**src/hw/mpm_defs.vh**
```
/*
 * Constants of the motor protection fault monitor: register offsets,
 * field positions, reset values, event codes and timing figures.
 * Assumes inclusion by bare name from the design and checker files of this block.
 */
`ifndef MPM_DEFS_VH
`define MPM_DEFS_VH

// ----------------------------------------------------------------------
// register offsets (byte addresses, one aligned word each)
// ----------------------------------------------------------------------
`define MPM_OFS_CTRL       8'h00
`define MPM_OFS_ALARM_SEL  8'h04
`define MPM_OFS_RATED_I    8'h08
`define MPM_OFS_RATED_P    8'h0C
`define MPM_OFS_STARTER_I  8'h10
`define MPM_OFS_IMB        8'h14
`define MPM_OFS_UTQ        8'h18
`define MPM_OFS_OTQ        8'h1C
`define MPM_OFS_UPW        8'h20
`define MPM_OFS_OPW        8'h24
`define MPM_OFS_BYP_TIME   8'h28
`define MPM_OFS_STATUS     8'h2C
`define MPM_OFS_MASK       8'h30
`define MPM_OFS_LIVE       8'h34
`define MPM_OFS_LAST_EVENT 8'h38

// ----------------------------------------------------------------------
// field layout of the limit registers: threshold low, time high
// ----------------------------------------------------------------------
`define MPM_THR_LSB 0
`define MPM_THR_MSB 7
`define MPM_TIME_LSB 16
`define MPM_TIME_MSB 31
`define MPM_CTRL_BYP_UC_EN 0

// ----------------------------------------------------------------------
// reset values
// ----------------------------------------------------------------------
`define MPM_RST_CTRL      1'h1
`define MPM_RST_RATED     16'h0064
`define MPM_RST_LIMIT     32'h000A_0014
`define MPM_RST_BYP_TIME  16'h0064
`define MPM_RST_ALARM_SEL 10'h000
`define MPM_RST_MASK      10'h000

// ----------------------------------------------------------------------
// event bit positions and their event codes
// ----------------------------------------------------------------------
`define MPM_NEV           10
`define MPM_EV_IMB        0
`define MPM_EV_FREQ       1
`define MPM_EV_BYP_UC     2
`define MPM_EV_BYP_STUCK  3
`define MPM_EV_UTQ        4
`define MPM_EV_OTQ        5
`define MPM_EV_UPW        6
`define MPM_EV_OPW        7
`define MPM_EV_BAY1       8
`define MPM_EV_BAY2       9
`define MPM_CODE_BASE     8'h4A
`define MPM_ALARM_CAPABLE 10'h0F1

// ----------------------------------------------------------------------
// arithmetic and timing figures
// ----------------------------------------------------------------------
`define MPM_PCT_SCALE     16'h0064
`define MPM_UC_DIV        16'h000A
`define MPM_F50_LO        16'h01C2
`define MPM_F50_HI        16'h0226
`define MPM_F60_LO        16'h021C
`define MPM_F60_HI        16'h0294
`define MPM_CLK_PERIOD_NS 100
`define MPM_TICK_NS       1000000
`define MPM_FREQ_TIME_MS  16'h01F4

`endif

```
**src/hw/mpm_monitor.v**
```verilog
/*
 * Motor protection fault monitor: APB register file, threshold
 * comparators, persistence timers, bypass contactor checks, accessory
 * compatibility checks, sticky event status and interrupt.
 * Assumes measurement inputs synchronous to clk and held stable between
 * updates; ramp_end and bypass_open_cmd are one-cycle pulses.
 */
// The APB slave port and the register offsets were decided locally.
// Function
// - Flag imbalance when the widest phase current spread, in percent of rated motor current, passes the threshold longer than the imbalance time.
// - While running, fault when line frequency sits outside both ten percent bands around 50 Hz and 60 Hz longer than half a second.
// - At ramp end, before bypass closure, fault when motor current is below a tenth of the starter rated current.
// - Skip the bypass undercurrent check when its enable is zero.
// - Fault when a commanded bypass opening is not confirmed.
// - Flag undertorque when 100 minus torque percent passes the threshold longer than the undertorque time.
// - Flag overtorque when torque percent minus 100 passes the threshold longer than the overtorque time.
// - Flag underpower when the power shortfall in percent of rated power passes the threshold longer than its time.
// - Flag overpower when the power excess in percent of rated power passes the threshold longer than its time.
// - Raise a separate incompatibility fault for each accessory bay.
`timescale 1ns/10ps
`include "mpm_defs.vh"

module mpm_monitor #(
  parameter TICK_CYCLES = `MPM_TICK_NS / `MPM_CLK_PERIOD_NS,
  parameter DW = 16
) (
  input wire clk,
  input wire resetn,
  input wire psel,
  input wire penable,
  input wire pwrite,
  input wire [7:0] paddr,
  input wire [31:0] pwdata,
  output wire [31:0] prdata,
  output wire pready,
  output wire pslverr,
  input wire [DW-1:0] phase_a_current_reading,
  input wire [DW-1:0] phase_b_current_reading,
  input wire [DW-1:0] phase_c_current_reading,
  input wire [DW-1:0] line_freq_reading,
  input wire [DW-1:0] motor_torque_reading,
  input wire [DW-1:0] motor_power_reading,
  input wire motor_running,
  input wire ramp_end,
  input wire bypass_open_cmd,
  input wire bypass_closed_fb,
  input wire accessory_bay_first_present,
  input wire accessory_bay_first_compat,
  input wire accessory_bay_second_present,
  input wire accessory_bay_second_compat,
  output wire irq,
  output wire fault_out,
  output wire alarm_out,
  output wire [7:0] event_code,
  output wire event_valid
);

  localparam NEV = `MPM_NEV;

  // ----------------------------------------------------------------------
  // register file state
  // ----------------------------------------------------------------------
  reg byp_uc_enable_reg;
  reg [NEV-1:0] alarm_sel_reg;
  reg [DW-1:0] rated_motor_current_reg;
  reg [DW-1:0] rated_motor_power_reg;
  reg [DW-1:0] starter_rated_current_reg;
  reg [31:0] imb_limit_reg;
  reg [31:0] utq_limit_reg;
  reg [31:0] otq_limit_reg;
  reg [31:0] upw_limit_reg;
  reg [31:0] opw_limit_reg;
  reg [15:0] byp_time_reg;
  reg [NEV-1:0] status_reg;
  reg [NEV-1:0] mask_reg;
  reg [7:0] last_event_reg;
  reg event_valid_reg;
  reg [31:0] rdata_reg;
  reg err_reg;
  reg [31:0] rdata_next;
  reg err_next;

  // ----------------------------------------------------------------------
  // time base
  // ----------------------------------------------------------------------
  reg [23:0] pre_reg;
  reg tick_reg;
  wire pre_wrap = (pre_reg == TICK_CYCLES[23:0] - 24'h000001);

  // ----------------------------------------------------------------------
  // bypass supervision state
  // ----------------------------------------------------------------------
  localparam BS_IDLE = 2'b01;
  localparam BS_WAIT = 2'b10;
  reg [1:0] bs_reg;
  reg [1:0] bs_next;
  reg [15:0] bs_cnt_reg;
  reg [15:0] bs_cnt_next;
  reg byp_uc_live_reg;
  reg byp_stuck_live_reg;

  wire [NEV-1:0] live;
  reg [NEV-1:0] live_d_reg;
  wire [NEV-1:0] ev;
  wire [7:0] live_pers;

  // ----------------------------------------------------------------------
  // APB slave: zero wait states, read data captured in the setup cycle
  // ----------------------------------------------------------------------
  wire setup = psel && !penable;
  wire wr_en = psel && penable && pwrite;
  assign pready = 1'b1;
  assign prdata = rdata_reg;
  assign pslverr = err_reg && psel && penable;

  always @* begin
    rdata_next = 32'h0000_0000;
    err_next = 1'b0;
    case (paddr)
      `MPM_OFS_CTRL: rdata_next = {31'h0000_0000, byp_uc_enable_reg};
      `MPM_OFS_ALARM_SEL: rdata_next = {22'h00_0000, alarm_sel_reg};
      `MPM_OFS_RATED_I: rdata_next = {16'h0000, rated_motor_current_reg};
      `MPM_OFS_RATED_P: rdata_next = {16'h0000, rated_motor_power_reg};
      `MPM_OFS_STARTER_I: rdata_next = {16'h0000, starter_rated_current_reg};
      `MPM_OFS_IMB: rdata_next = imb_limit_reg;
      `MPM_OFS_UTQ: rdata_next = utq_limit_reg;
      `MPM_OFS_OTQ: rdata_next = otq_limit_reg;
      `MPM_OFS_UPW: rdata_next = upw_limit_reg;
      `MPM_OFS_OPW: rdata_next = opw_limit_reg;
      `MPM_OFS_BYP_TIME: rdata_next = {16'h0000, byp_time_reg};
      `MPM_OFS_STATUS: rdata_next = {22'h00_0000, status_reg};
      `MPM_OFS_MASK: rdata_next = {22'h00_0000, mask_reg};
      `MPM_OFS_LIVE: rdata_next = {22'h00_0000, live};
      `MPM_OFS_LAST_EVENT: rdata_next = {24'h00_0000, last_event_reg};
      default: err_next = 1'b1;
    endcase
  end

  // read capture; the master holds paddr through the access phase
  always @(posedge clk or negedge resetn) begin
    if (!resetn) begin
      rdata_reg <= 32'h0000_0000;
      err_reg <= 1'b0;
    end else if (setup) begin
      rdata_reg <= pwrite ? 32'h0000_0000 : rdata_next;
      err_reg <= err_next;
    end
  end

  // configuration writes, taken at the access edge only
  always @(posedge clk or negedge resetn) begin
    if (!resetn) begin
      byp_uc_enable_reg <= `MPM_RST_CTRL;
      alarm_sel_reg <= `MPM_RST_ALARM_SEL;
      rated_motor_current_reg <= `MPM_RST_RATED;
      rated_motor_power_reg <= `MPM_RST_RATED;
      starter_rated_current_reg <= `MPM_RST_RATED;
      imb_limit_reg <= `MPM_RST_LIMIT;
      utq_limit_reg <= `MPM_RST_LIMIT;
      otq_limit_reg <= `MPM_RST_LIMIT;
      upw_limit_reg <= `MPM_RST_LIMIT;
      opw_limit_reg <= `MPM_RST_LIMIT;
      byp_time_reg <= `MPM_RST_BYP_TIME;
      mask_reg <= `MPM_RST_MASK;
    end else if (wr_en) begin
      case (paddr)
        `MPM_OFS_CTRL: byp_uc_enable_reg <= pwdata[`MPM_CTRL_BYP_UC_EN];
        `MPM_OFS_ALARM_SEL: alarm_sel_reg <= pwdata[NEV-1:0];
        `MPM_OFS_RATED_I: rated_motor_current_reg <= pwdata[DW-1:0];
        `MPM_OFS_RATED_P: rated_motor_power_reg <= pwdata[DW-1:0];
        `MPM_OFS_STARTER_I: starter_rated_current_reg <= pwdata[DW-1:0];
        `MPM_OFS_IMB: imb_limit_reg <= pwdata;
        `MPM_OFS_UTQ: utq_limit_reg <= pwdata;
        `MPM_OFS_OTQ: otq_limit_reg <= pwdata;
        `MPM_OFS_UPW: upw_limit_reg <= pwdata;
        `MPM_OFS_OPW: opw_limit_reg <= pwdata;
        `MPM_OFS_BYP_TIME: byp_time_reg <= pwdata[15:0];
        `MPM_OFS_MASK: mask_reg <= pwdata[NEV-1:0];
        default: byp_time_reg <= byp_time_reg;
      endcase
    end
  end

  // ----------------------------------------------------------------------
  // prescaler: one tick per millisecond at the nominal clock
  // ----------------------------------------------------------------------
  always @(posedge clk or negedge resetn) begin
    if (!resetn) begin
      pre_reg <= 24'h000000;
      tick_reg <= 1'b0;
    end else begin
      pre_reg <= pre_wrap ? 24'h000000 : pre_reg + 24'h000001;
      tick_reg <= pre_wrap;
    end
  end

  // ----------------------------------------------------------------------
  // current imbalance: widest spread of the three phases
  // ----------------------------------------------------------------------
  wire [DW-1:0] ia = phase_a_current_reading;
  wire [DW-1:0] ib = phase_b_current_reading;
  wire [DW-1:0] ic = phase_c_current_reading;
  wire [DW-1:0] imax_ab = (ia > ib) ? ia : ib;
  wire [DW-1:0] imin_ab = (ia > ib) ? ib : ia;
  wire [DW-1:0] i_max = (imax_ab > ic) ? imax_ab : ic;
  wire [DW-1:0] i_min = (imin_ab < ic) ? imin_ab : ic;
  wire [DW-1:0] i_spread = i_max - i_min;
  // cross-multiplied so no divider is needed: d*100 > thr*rated
  wire [31:0] imb_lhs = {16'h0000, i_spread} * {16'h0000, `MPM_PCT_SCALE};
  wire [31:0] imb_rhs = {24'h00_0000, imb_limit_reg[`MPM_THR_MSB:`MPM_THR_LSB]}
                        * {16'h0000, rated_motor_current_reg};
  wire cond_imb = imb_lhs > imb_rhs;

  // ----------------------------------------------------------------------
  // line frequency bands, readings in tenths of a hertz
  // ----------------------------------------------------------------------
  wire f_in50 = (line_freq_reading >= `MPM_F50_LO) &&
                (line_freq_reading <= `MPM_F50_HI);
  wire f_in60 = (line_freq_reading >= `MPM_F60_LO) &&
                (line_freq_reading <= `MPM_F60_HI);
  wire cond_freq = motor_running && !f_in50 && !f_in60;

  // ----------------------------------------------------------------------
  // torque, reading already in percent of rated torque
  // ----------------------------------------------------------------------
  wire [DW-1:0] tq = motor_torque_reading;
  wire [DW-1:0] utq_pct = `MPM_PCT_SCALE - tq;
  wire [DW-1:0] otq_pct = tq - `MPM_PCT_SCALE;
  wire [DW-1:0] utq_thr = {8'h00, utq_limit_reg[`MPM_THR_MSB:`MPM_THR_LSB]};
  wire [DW-1:0] otq_thr = {8'h00, otq_limit_reg[`MPM_THR_MSB:`MPM_THR_LSB]};
  wire cond_utq = (tq < `MPM_PCT_SCALE) && (utq_pct > utq_thr);
  wire cond_otq = (tq > `MPM_PCT_SCALE) && (otq_pct > otq_thr);

  // ----------------------------------------------------------------------
  // power deviation in percent of rated power, cross-multiplied
  // ----------------------------------------------------------------------
  wire [DW-1:0] pw = motor_power_reading;
  wire [DW-1:0] prt = rated_motor_power_reg;
  wire [DW-1:0] p_short = prt - pw;
  wire [DW-1:0] p_excess = pw - prt;
  wire [31:0] upw_lhs = {16'h0000, p_short} * {16'h0000, `MPM_PCT_SCALE};
  wire [31:0] opw_lhs = {16'h0000, p_excess} * {16'h0000, `MPM_PCT_SCALE};
  wire [31:0] upw_rhs = {24'h00_0000, upw_limit_reg[`MPM_THR_MSB:`MPM_THR_LSB]}
                        * {16'h0000, prt};
  wire [31:0] opw_rhs = {24'h00_0000, opw_limit_reg[`MPM_THR_MSB:`MPM_THR_LSB]}
                        * {16'h0000, prt};
  wire cond_upw = (pw < prt) && (upw_lhs > upw_rhs);
  wire cond_opw = (pw > prt) && (opw_lhs > opw_rhs);

  // ----------------------------------------------------------------------
  // persistence timers, one per timed condition
  // ----------------------------------------------------------------------
  wire [5:0] p_cond = {cond_opw, cond_upw, cond_otq, cond_utq,
                       cond_freq, cond_imb};
  wire [95:0] p_limit = {opw_limit_reg[`MPM_TIME_MSB:`MPM_TIME_LSB],
                         upw_limit_reg[`MPM_TIME_MSB:`MPM_TIME_LSB],
                         otq_limit_reg[`MPM_TIME_MSB:`MPM_TIME_LSB],
                         utq_limit_reg[`MPM_TIME_MSB:`MPM_TIME_LSB],
                         `MPM_FREQ_TIME_MS,
                         imb_limit_reg[`MPM_TIME_MSB:`MPM_TIME_LSB]};
  wire [5:0] p_exp;

  genvar gi;
  generate
    for (gi = 0; gi < 6; gi = gi + 1) begin : g_pers
      mpm_persist #(
        .CW(16)
      ) u_pers (
        .clk(clk),
        .resetn(resetn),
        .tick(tick_reg),
        .cond(p_cond[gi]),
        .limit(p_limit[gi*16 +: 16]),
        .expired(p_exp[gi])
      );
    end
  endgenerate

  assign live_pers = {p_exp[5:2], 2'b00, p_exp[1:0]};

  // ----------------------------------------------------------------------
  // bypass contactor supervision
  // ----------------------------------------------------------------------
  // ramp end only; current times ten, so a divider cannot round it away
  wire [31:0] uc_lhs = {16'h0000, i_max} * {16'h0000, `MPM_UC_DIV};
  wire [31:0] uc_rhs = {16'h0000, starter_rated_current_reg};
  wire byp_uc_hit = ramp_end && byp_uc_enable_reg &&
                    (uc_lhs < uc_rhs);

  always @* begin
    bs_next = bs_reg;
    bs_cnt_next = bs_cnt_reg;
    case (bs_reg)
      BS_IDLE: begin
        if (bypass_open_cmd) begin
          bs_next = BS_WAIT;
          bs_cnt_next = 16'h0000;
        end
      end
      BS_WAIT: begin
        if (!bypass_closed_fb) begin
          bs_next = BS_IDLE;
        end else if (tick_reg) begin
          bs_cnt_next = bs_cnt_reg + 16'h0001;
          if (bs_cnt_reg >= byp_time_reg) begin
            bs_next = BS_IDLE;
          end
        end
      end
      default: bs_next = BS_IDLE;
    endcase
  end

  // open never confirmed within the window: contacts stuck closed
  wire byp_stuck_hit = (bs_reg == BS_WAIT) && bypass_closed_fb &&
                       tick_reg && (bs_cnt_reg >= byp_time_reg);

  always @(posedge clk or negedge resetn) begin
    if (!resetn) begin
      bs_reg <= BS_IDLE;
      bs_cnt_reg <= 16'h0000;
      byp_uc_live_reg <= 1'b0;
      byp_stuck_live_reg <= 1'b0;
    end else begin
      bs_reg <= bs_next;
      bs_cnt_reg <= bs_cnt_next;
      // live flags hold until the next start or a fresh check
      if (byp_uc_hit) begin
        byp_uc_live_reg <= 1'b1;
      end else if (ramp_end) begin
        byp_uc_live_reg <= 1'b0;
      end
      if (byp_stuck_hit) begin
        byp_stuck_live_reg <= 1'b1;
      end else if (bypass_open_cmd) begin
        byp_stuck_live_reg <= 1'b0;
      end
    end
  end

  // ----------------------------------------------------------------------
  // live conditions and rising-edge events
  // ----------------------------------------------------------------------
  assign live[`MPM_EV_IMB] = live_pers[`MPM_EV_IMB];
  assign live[`MPM_EV_FREQ] = live_pers[`MPM_EV_FREQ];
  assign live[`MPM_EV_BYP_UC] = byp_uc_live_reg;
  assign live[`MPM_EV_BYP_STUCK] = byp_stuck_live_reg;
  assign live[`MPM_EV_OPW:`MPM_EV_UTQ] = live_pers[`MPM_EV_OPW:`MPM_EV_UTQ];
  assign live[`MPM_EV_BAY1] = accessory_bay_first_present &&
                              !accessory_bay_first_compat;
  assign live[`MPM_EV_BAY2] = accessory_bay_second_present &&
                              !accessory_bay_second_compat;

  assign ev = live & ~live_d_reg;

  // lowest bit wins when several conditions rise together
  reg [7:0] code_next;
  integer k;
  always @* begin
    code_next = last_event_reg;
    for (k = NEV - 1; k >= 0; k = k - 1) begin
      if (ev[k]) begin
        code_next = `MPM_CODE_BASE + k[7:0];
      end
    end
  end

  // sticky status: a new event beats a write-one-to-clear in that cycle
  always @(posedge clk or negedge resetn) begin
    if (!resetn) begin
      live_d_reg <= {NEV{1'b0}};
      status_reg <= {NEV{1'b0}};
      last_event_reg <= 8'h00;
      event_valid_reg <= 1'b0;
    end else begin
      live_d_reg <= live;
      if (wr_en && paddr == `MPM_OFS_STATUS) begin
        status_reg <= (status_reg & ~pwdata[NEV-1:0]) | ev;
      end else begin
        status_reg <= status_reg | ev;
      end
      last_event_reg <= code_next;
      event_valid_reg <= |ev;
    end
  end

  // ----------------------------------------------------------------------
  // outputs: alarms follow the live condition, faults stay latched
  // ----------------------------------------------------------------------
  wire [NEV-1:0] as_alarm = alarm_sel_reg & `MPM_ALARM_CAPABLE;
  assign fault_out = |(status_reg & ~as_alarm);
  assign alarm_out = |(live & as_alarm);
  assign irq = |(status_reg & mask_reg);
  assign event_code = last_event_reg;
  assign event_valid = event_valid_reg;

endmodule

```
**src/hw/mpm_persist.v**
```verilog
/*
 * Persistence timer: counts time ticks while a condition holds and
 * reports expiry once the count passes the programmed limit.
 * Assumes a one-cycle tick pulse from the monitor's prescaler.
 */
`timescale 1ns/10ps

module mpm_persist #(
  parameter CW = 16
) (
  input wire clk,
  input wire resetn,
  input wire tick,
  input wire cond,
  input wire [CW-1:0] limit,
  output wire expired
);

  reg [CW-1:0] cnt_reg;
  reg [CW-1:0] cnt_next;

  // ----------------------------------------------------------------------
  // tick counter, saturating so a long fault never wraps back to clear
  // ----------------------------------------------------------------------
  always @* begin
    cnt_next = cnt_reg;
    if (!cond) begin
      cnt_next = {CW{1'b0}};
    end else if (tick && cnt_reg != {CW{1'b1}}) begin
      cnt_next = cnt_reg + {{(CW-1){1'b0}}, 1'b1};
    end
  end

  always @(posedge clk or negedge resetn) begin
    if (!resetn) begin
      cnt_reg <= {CW{1'b0}};
    end else begin
      cnt_reg <= cnt_next;
    end
  end

  // strictly longer than the limit, not equal to it
  assign expired = cond && (cnt_reg > limit);

endmodule

```
**config.mk**
```make
export PLATFORM = sky130hd
export DESIGN_NAME = mpm_monitor
export DESIGN_NICKNAME = d
export VERILOG_FILES = /design/src/hw/mpm_monitor.v /design/src/hw/mpm_persist.v
export VERILOG_INCLUDE_DIRS = /design/src /design/src/hw
export SDC_FILE = /design/constraint.sdc
export NUM_CORES = 2
export LEC_CHECK = 0
export ABC_AREA = 1
export BUFFER_PORTS_ARGS = -buffer_cell sky130_fd_sc_hd__buf_2
export CAP_MARGIN = 5
export CORE_ASPECT_RATIO = 0.75
export CORE_MARGIN = 3
export CORE_UTILIZATION = 60
export CTS_CLUSTER_SIZE = 40
export DETAILED_ROUTE_END_ITERATION = 16
export PLACE_DENSITY = 0.79
export SLEW_MARGIN = 25
export SYNTH_ARGS = -nofsm -noshare
export SYNTH_HDL_FRONTEND = slang
export SYNTH_SLANG_ARGS = --single-unit
```
**constraint.sdc**
```tcl
create_clock -name clk -period 15.95 [get_ports clk]
set_clock_uncertainty 0.2 [all_clocks]
set_input_delay 2.3925 -clock clk [delete_from_list [all_inputs] [get_ports clk]]
set_output_delay 2.3925 -clock clk [all_outputs]
set_load 0.005 [all_outputs]
```
==> impl_metrics.json <==
{
  "critical-path-top-delay-family": "compound AO/OA/AOI/OAI gates",
  "initial_core_util_pct": 61.1,
  "io-pin-count": 195,
  "leakagePower_nw": 26.7,
  "p_clk_share_pct": 15.9,
  "ant_nets": 0,
  "synth_cells": 6028,
  "synth_area_per_cell_sq_um": 7.69,
  "p_int_w": 0.00355,
  "power.density_mw_per_mm2": 137,
  "timing.fmax_ghz": 0.0662,
  "clockBufferDepth": 3,
  "ys_warn_count": 0,
  "core-area_sq_mm": 0.0759,
  "arrival_ns": 12.51,
  "synth_edf_count": 0,
  "largest_reg_flops": 96,
  "vias_per_cell": 5.71,
  "htreeDepth": 2,
  "gp_congestion": 0.983,
  "grt_overflow": 0,
  "status": "completed",
  "antenna_found_initial": 3,
  "clk_latency_ns": 0.61,
  "seq_power_share_pct": 17.6,
  "crit_path_max_fanout": 63,
  "register_area_sq_mm": 0.0112,
  "io_buffers": 191,
  "tns_ns": 0,
  "hold_viol_final": 0,
  "setup_slack_ns": 0.843,
  "crit-reg2reg-launch": "prt[4]",
  "hold_end": "live_d_reg[2]",
  "cap_violations": 0,
  "slowest_stage": "o21ai_0",
  "min_path_cells": 0,
  "netlist.area_leader.share_pct": 22.2,
  "cts.repair.resized": 0,
  "design_area_sq_mm": 0.0495,
  "firstDrtPassIters": 7,
  "critPathCaptureType": "primary output",
  "critPathMostFrequentCell": "ha_1",
  "syn_area_sq_mm": 0.0464,
  "ff2ff_setup_slack_ns": 7.01,
  "report.final.slew_viol_count": 0,
  "peakVddDrop_mv": 0.420,
  "required_ns": 13.36,
  "vias": 40812,
  "multiInputGateArea_sq_mm": 0.0298,
  "nFillCells": 6616,
  "slowest_delay_ns": 0.62,
  "grt_pass1_vias": 39136,
  "start_kind": "input pin",
  "synth.most_common_cell": "nand2_1",
  "slew_headroom_pct": 19.7,
  "cts_root_buf": "clkbuf_16",
  "hpwl_mm": 103,
  "grt_max_degree": 84,
  "post_cts_buffers": 0,
  "p_sw_share_pct": 47.6,
  "synth_seq_cells": 446,
  "synthFlopType": "dfrtp_1",
  "cp_num_buf_inv": 9,
  "synth_top_area_cell": "dfrtp_1",
  "die_w_um": 327,
  "areaGrowthSynthToFinish_pct": 6.81,
  "fin_nets": 7131,
  "final_core_util_pct": 65.3,
  "grt_pass1_wl_mm": 208,
  "cts_tree": "yes",
  "fin_crit_sh_pct": 94.7,
  "synth_seq_area_share_pct": 24.2,
  "cts_hold_buf": 0,
  "pre_cts_ws_ns": 0.663,
  "dpl_cell_area_sq_mm": 0.0480,
  "cts_buffers": 44,
  "worst_pin_slew_ns": 1.19,
  "min_path_type": "flop to flop",
  "wl_per_cell_um": 18.3,
  "drc_errors": 0,
  "period_needed_ns": 15.11,
  "grt_usage_pct": 32.1,
  "reg2reg_to": "prdata[7]",
  "die_area_sq_mm": 0.0807,
  "synthDistinctLibCells": 80,
  "critical_path_class": "input pin to primary output",
  "synthArstFlopShare_pct": 100,
  "worst-r2r-cell-count": 36,
  "synthTopCellsByArea": "dfrtp_1, ha_1, fa_1",
  "netSwitchingPower_w": 0.00322,
  "yosys-top-cells-count": "nand2_1, inv_1, ha_1",
  "hold_start": "byp_uc_live_reg",
  "drive_gt1_share_pct": 7.53,
  "cts.clk_slew.worst_paths_ns": 0.07,
  "core.rowCount": 87,
  "routed_wl_mm": 131,
  "numClockSinks": 446,
  "rsz0062_at_grt": "no",
  "combPwrFrac_pct": 66.5,
  "die_y_um": 247,
  "drt_iter0_drc": 4024,
  "setup_violations": 0
}
## layout by cell type, fill, tap and decap left out, drive strengths merged, types with 57 or more instances in the layout
cell type	n
o21ai	487
xor2	131
nor3	101
buf	215
ha	608
dfrtp	412
xnor2	57
nand2	1317
nor2	272
fa	289
inv	1227
nand3	156
a21oi	334
nand4	58
clkbuf	65
## worst max path at each step
stage / cells past startpoint / slack [ns] / from / endpoint
finish: 56 / 0.84 / phase_b_current_reading[15] / alarm_out
floorplan: 58 / 2.06 / phase_b_current_reading[7] / alarm_out
detailed placement: 56 / 0.66 / phase_b_current_reading[15] / alarm_out
global placement: 53 / 0.84 / phase_b_current_reading[15] / alarm_out
CTS: 56 / 0.58 / phase_b_current_reading[15] / alarm_out
global route: 58 / 0.07 / phase_b_current_reading[15] / alarm_out
## metal layers
| metal | share of wire [%] | up-vias | global-route usage [%] |
|---|---|---|---|
| li1 | - | 19396 | - |
| met1 | 44 | 19218 | 46.1 |
| met2 | 42 | 1903 | 48.0 |
| met3 | 11 | 293 | 7.90 |
| met4 | 3.4 | 2 | 9.74 |
| met5 | 0.0092 | - | 0 |
## power groups by stage
stage | Sequential, W | Clock, W | Combinational, W
final | 0.00119 | 0.00107 | 0.00451
after global routing | 0.00120 | 0.00112 | 0.00517
after CTS | 0.00119 | 0.00107 | 0.00449
after detailed placement | 0.00121 | 0 | 0.00444
after global placement | 0.00121 | 0 | 0.00425
after floorplan | 0.00119 | 0 | 0.00347
## metrics by stage
step | std cells | hold slack (ns) | total power, W
after floorplan | 6029 | 0.154 | 0.00467
after global placement | 7062 | 0.156 | 0.00546
after detailed placement | 7062 | 0.160 | 0.00565
after CTS | 7144 | 0.174 | 0.00675
after global routing | 7144 | 0.198 | 0.00749
final | 7146 | 0.174 | 0.00678
## area by class of cell
type | instances | area share [%]
clock buffer | 65 | 2.54
inverter | 1229 | 9.34
tap | 1023 | 2.58
sequential | 446 | 22.6
clock inverter | 17 | 0.391
timing repair buffer | 215 | 2.32
antenna | 2 | 0.0101
multi-input combinational | 4149 | 60.2
## kinds of logic (layout without fill, tap and decap cells)
logic type	count (synthesis)	after routing	share of synthesized area, %
compound gates	1101	1101	13.7
xor+xnor	188	188	3.58
fa+ha+maj	897	897	28.9
buf+inv	1434	1526	11.7
flops	446	446	24.2
mux	1	1	0.0216
other cells	2	5	0.0162
simple gates	1959	1959	17.9
Power figures use the tool's default switching activity.
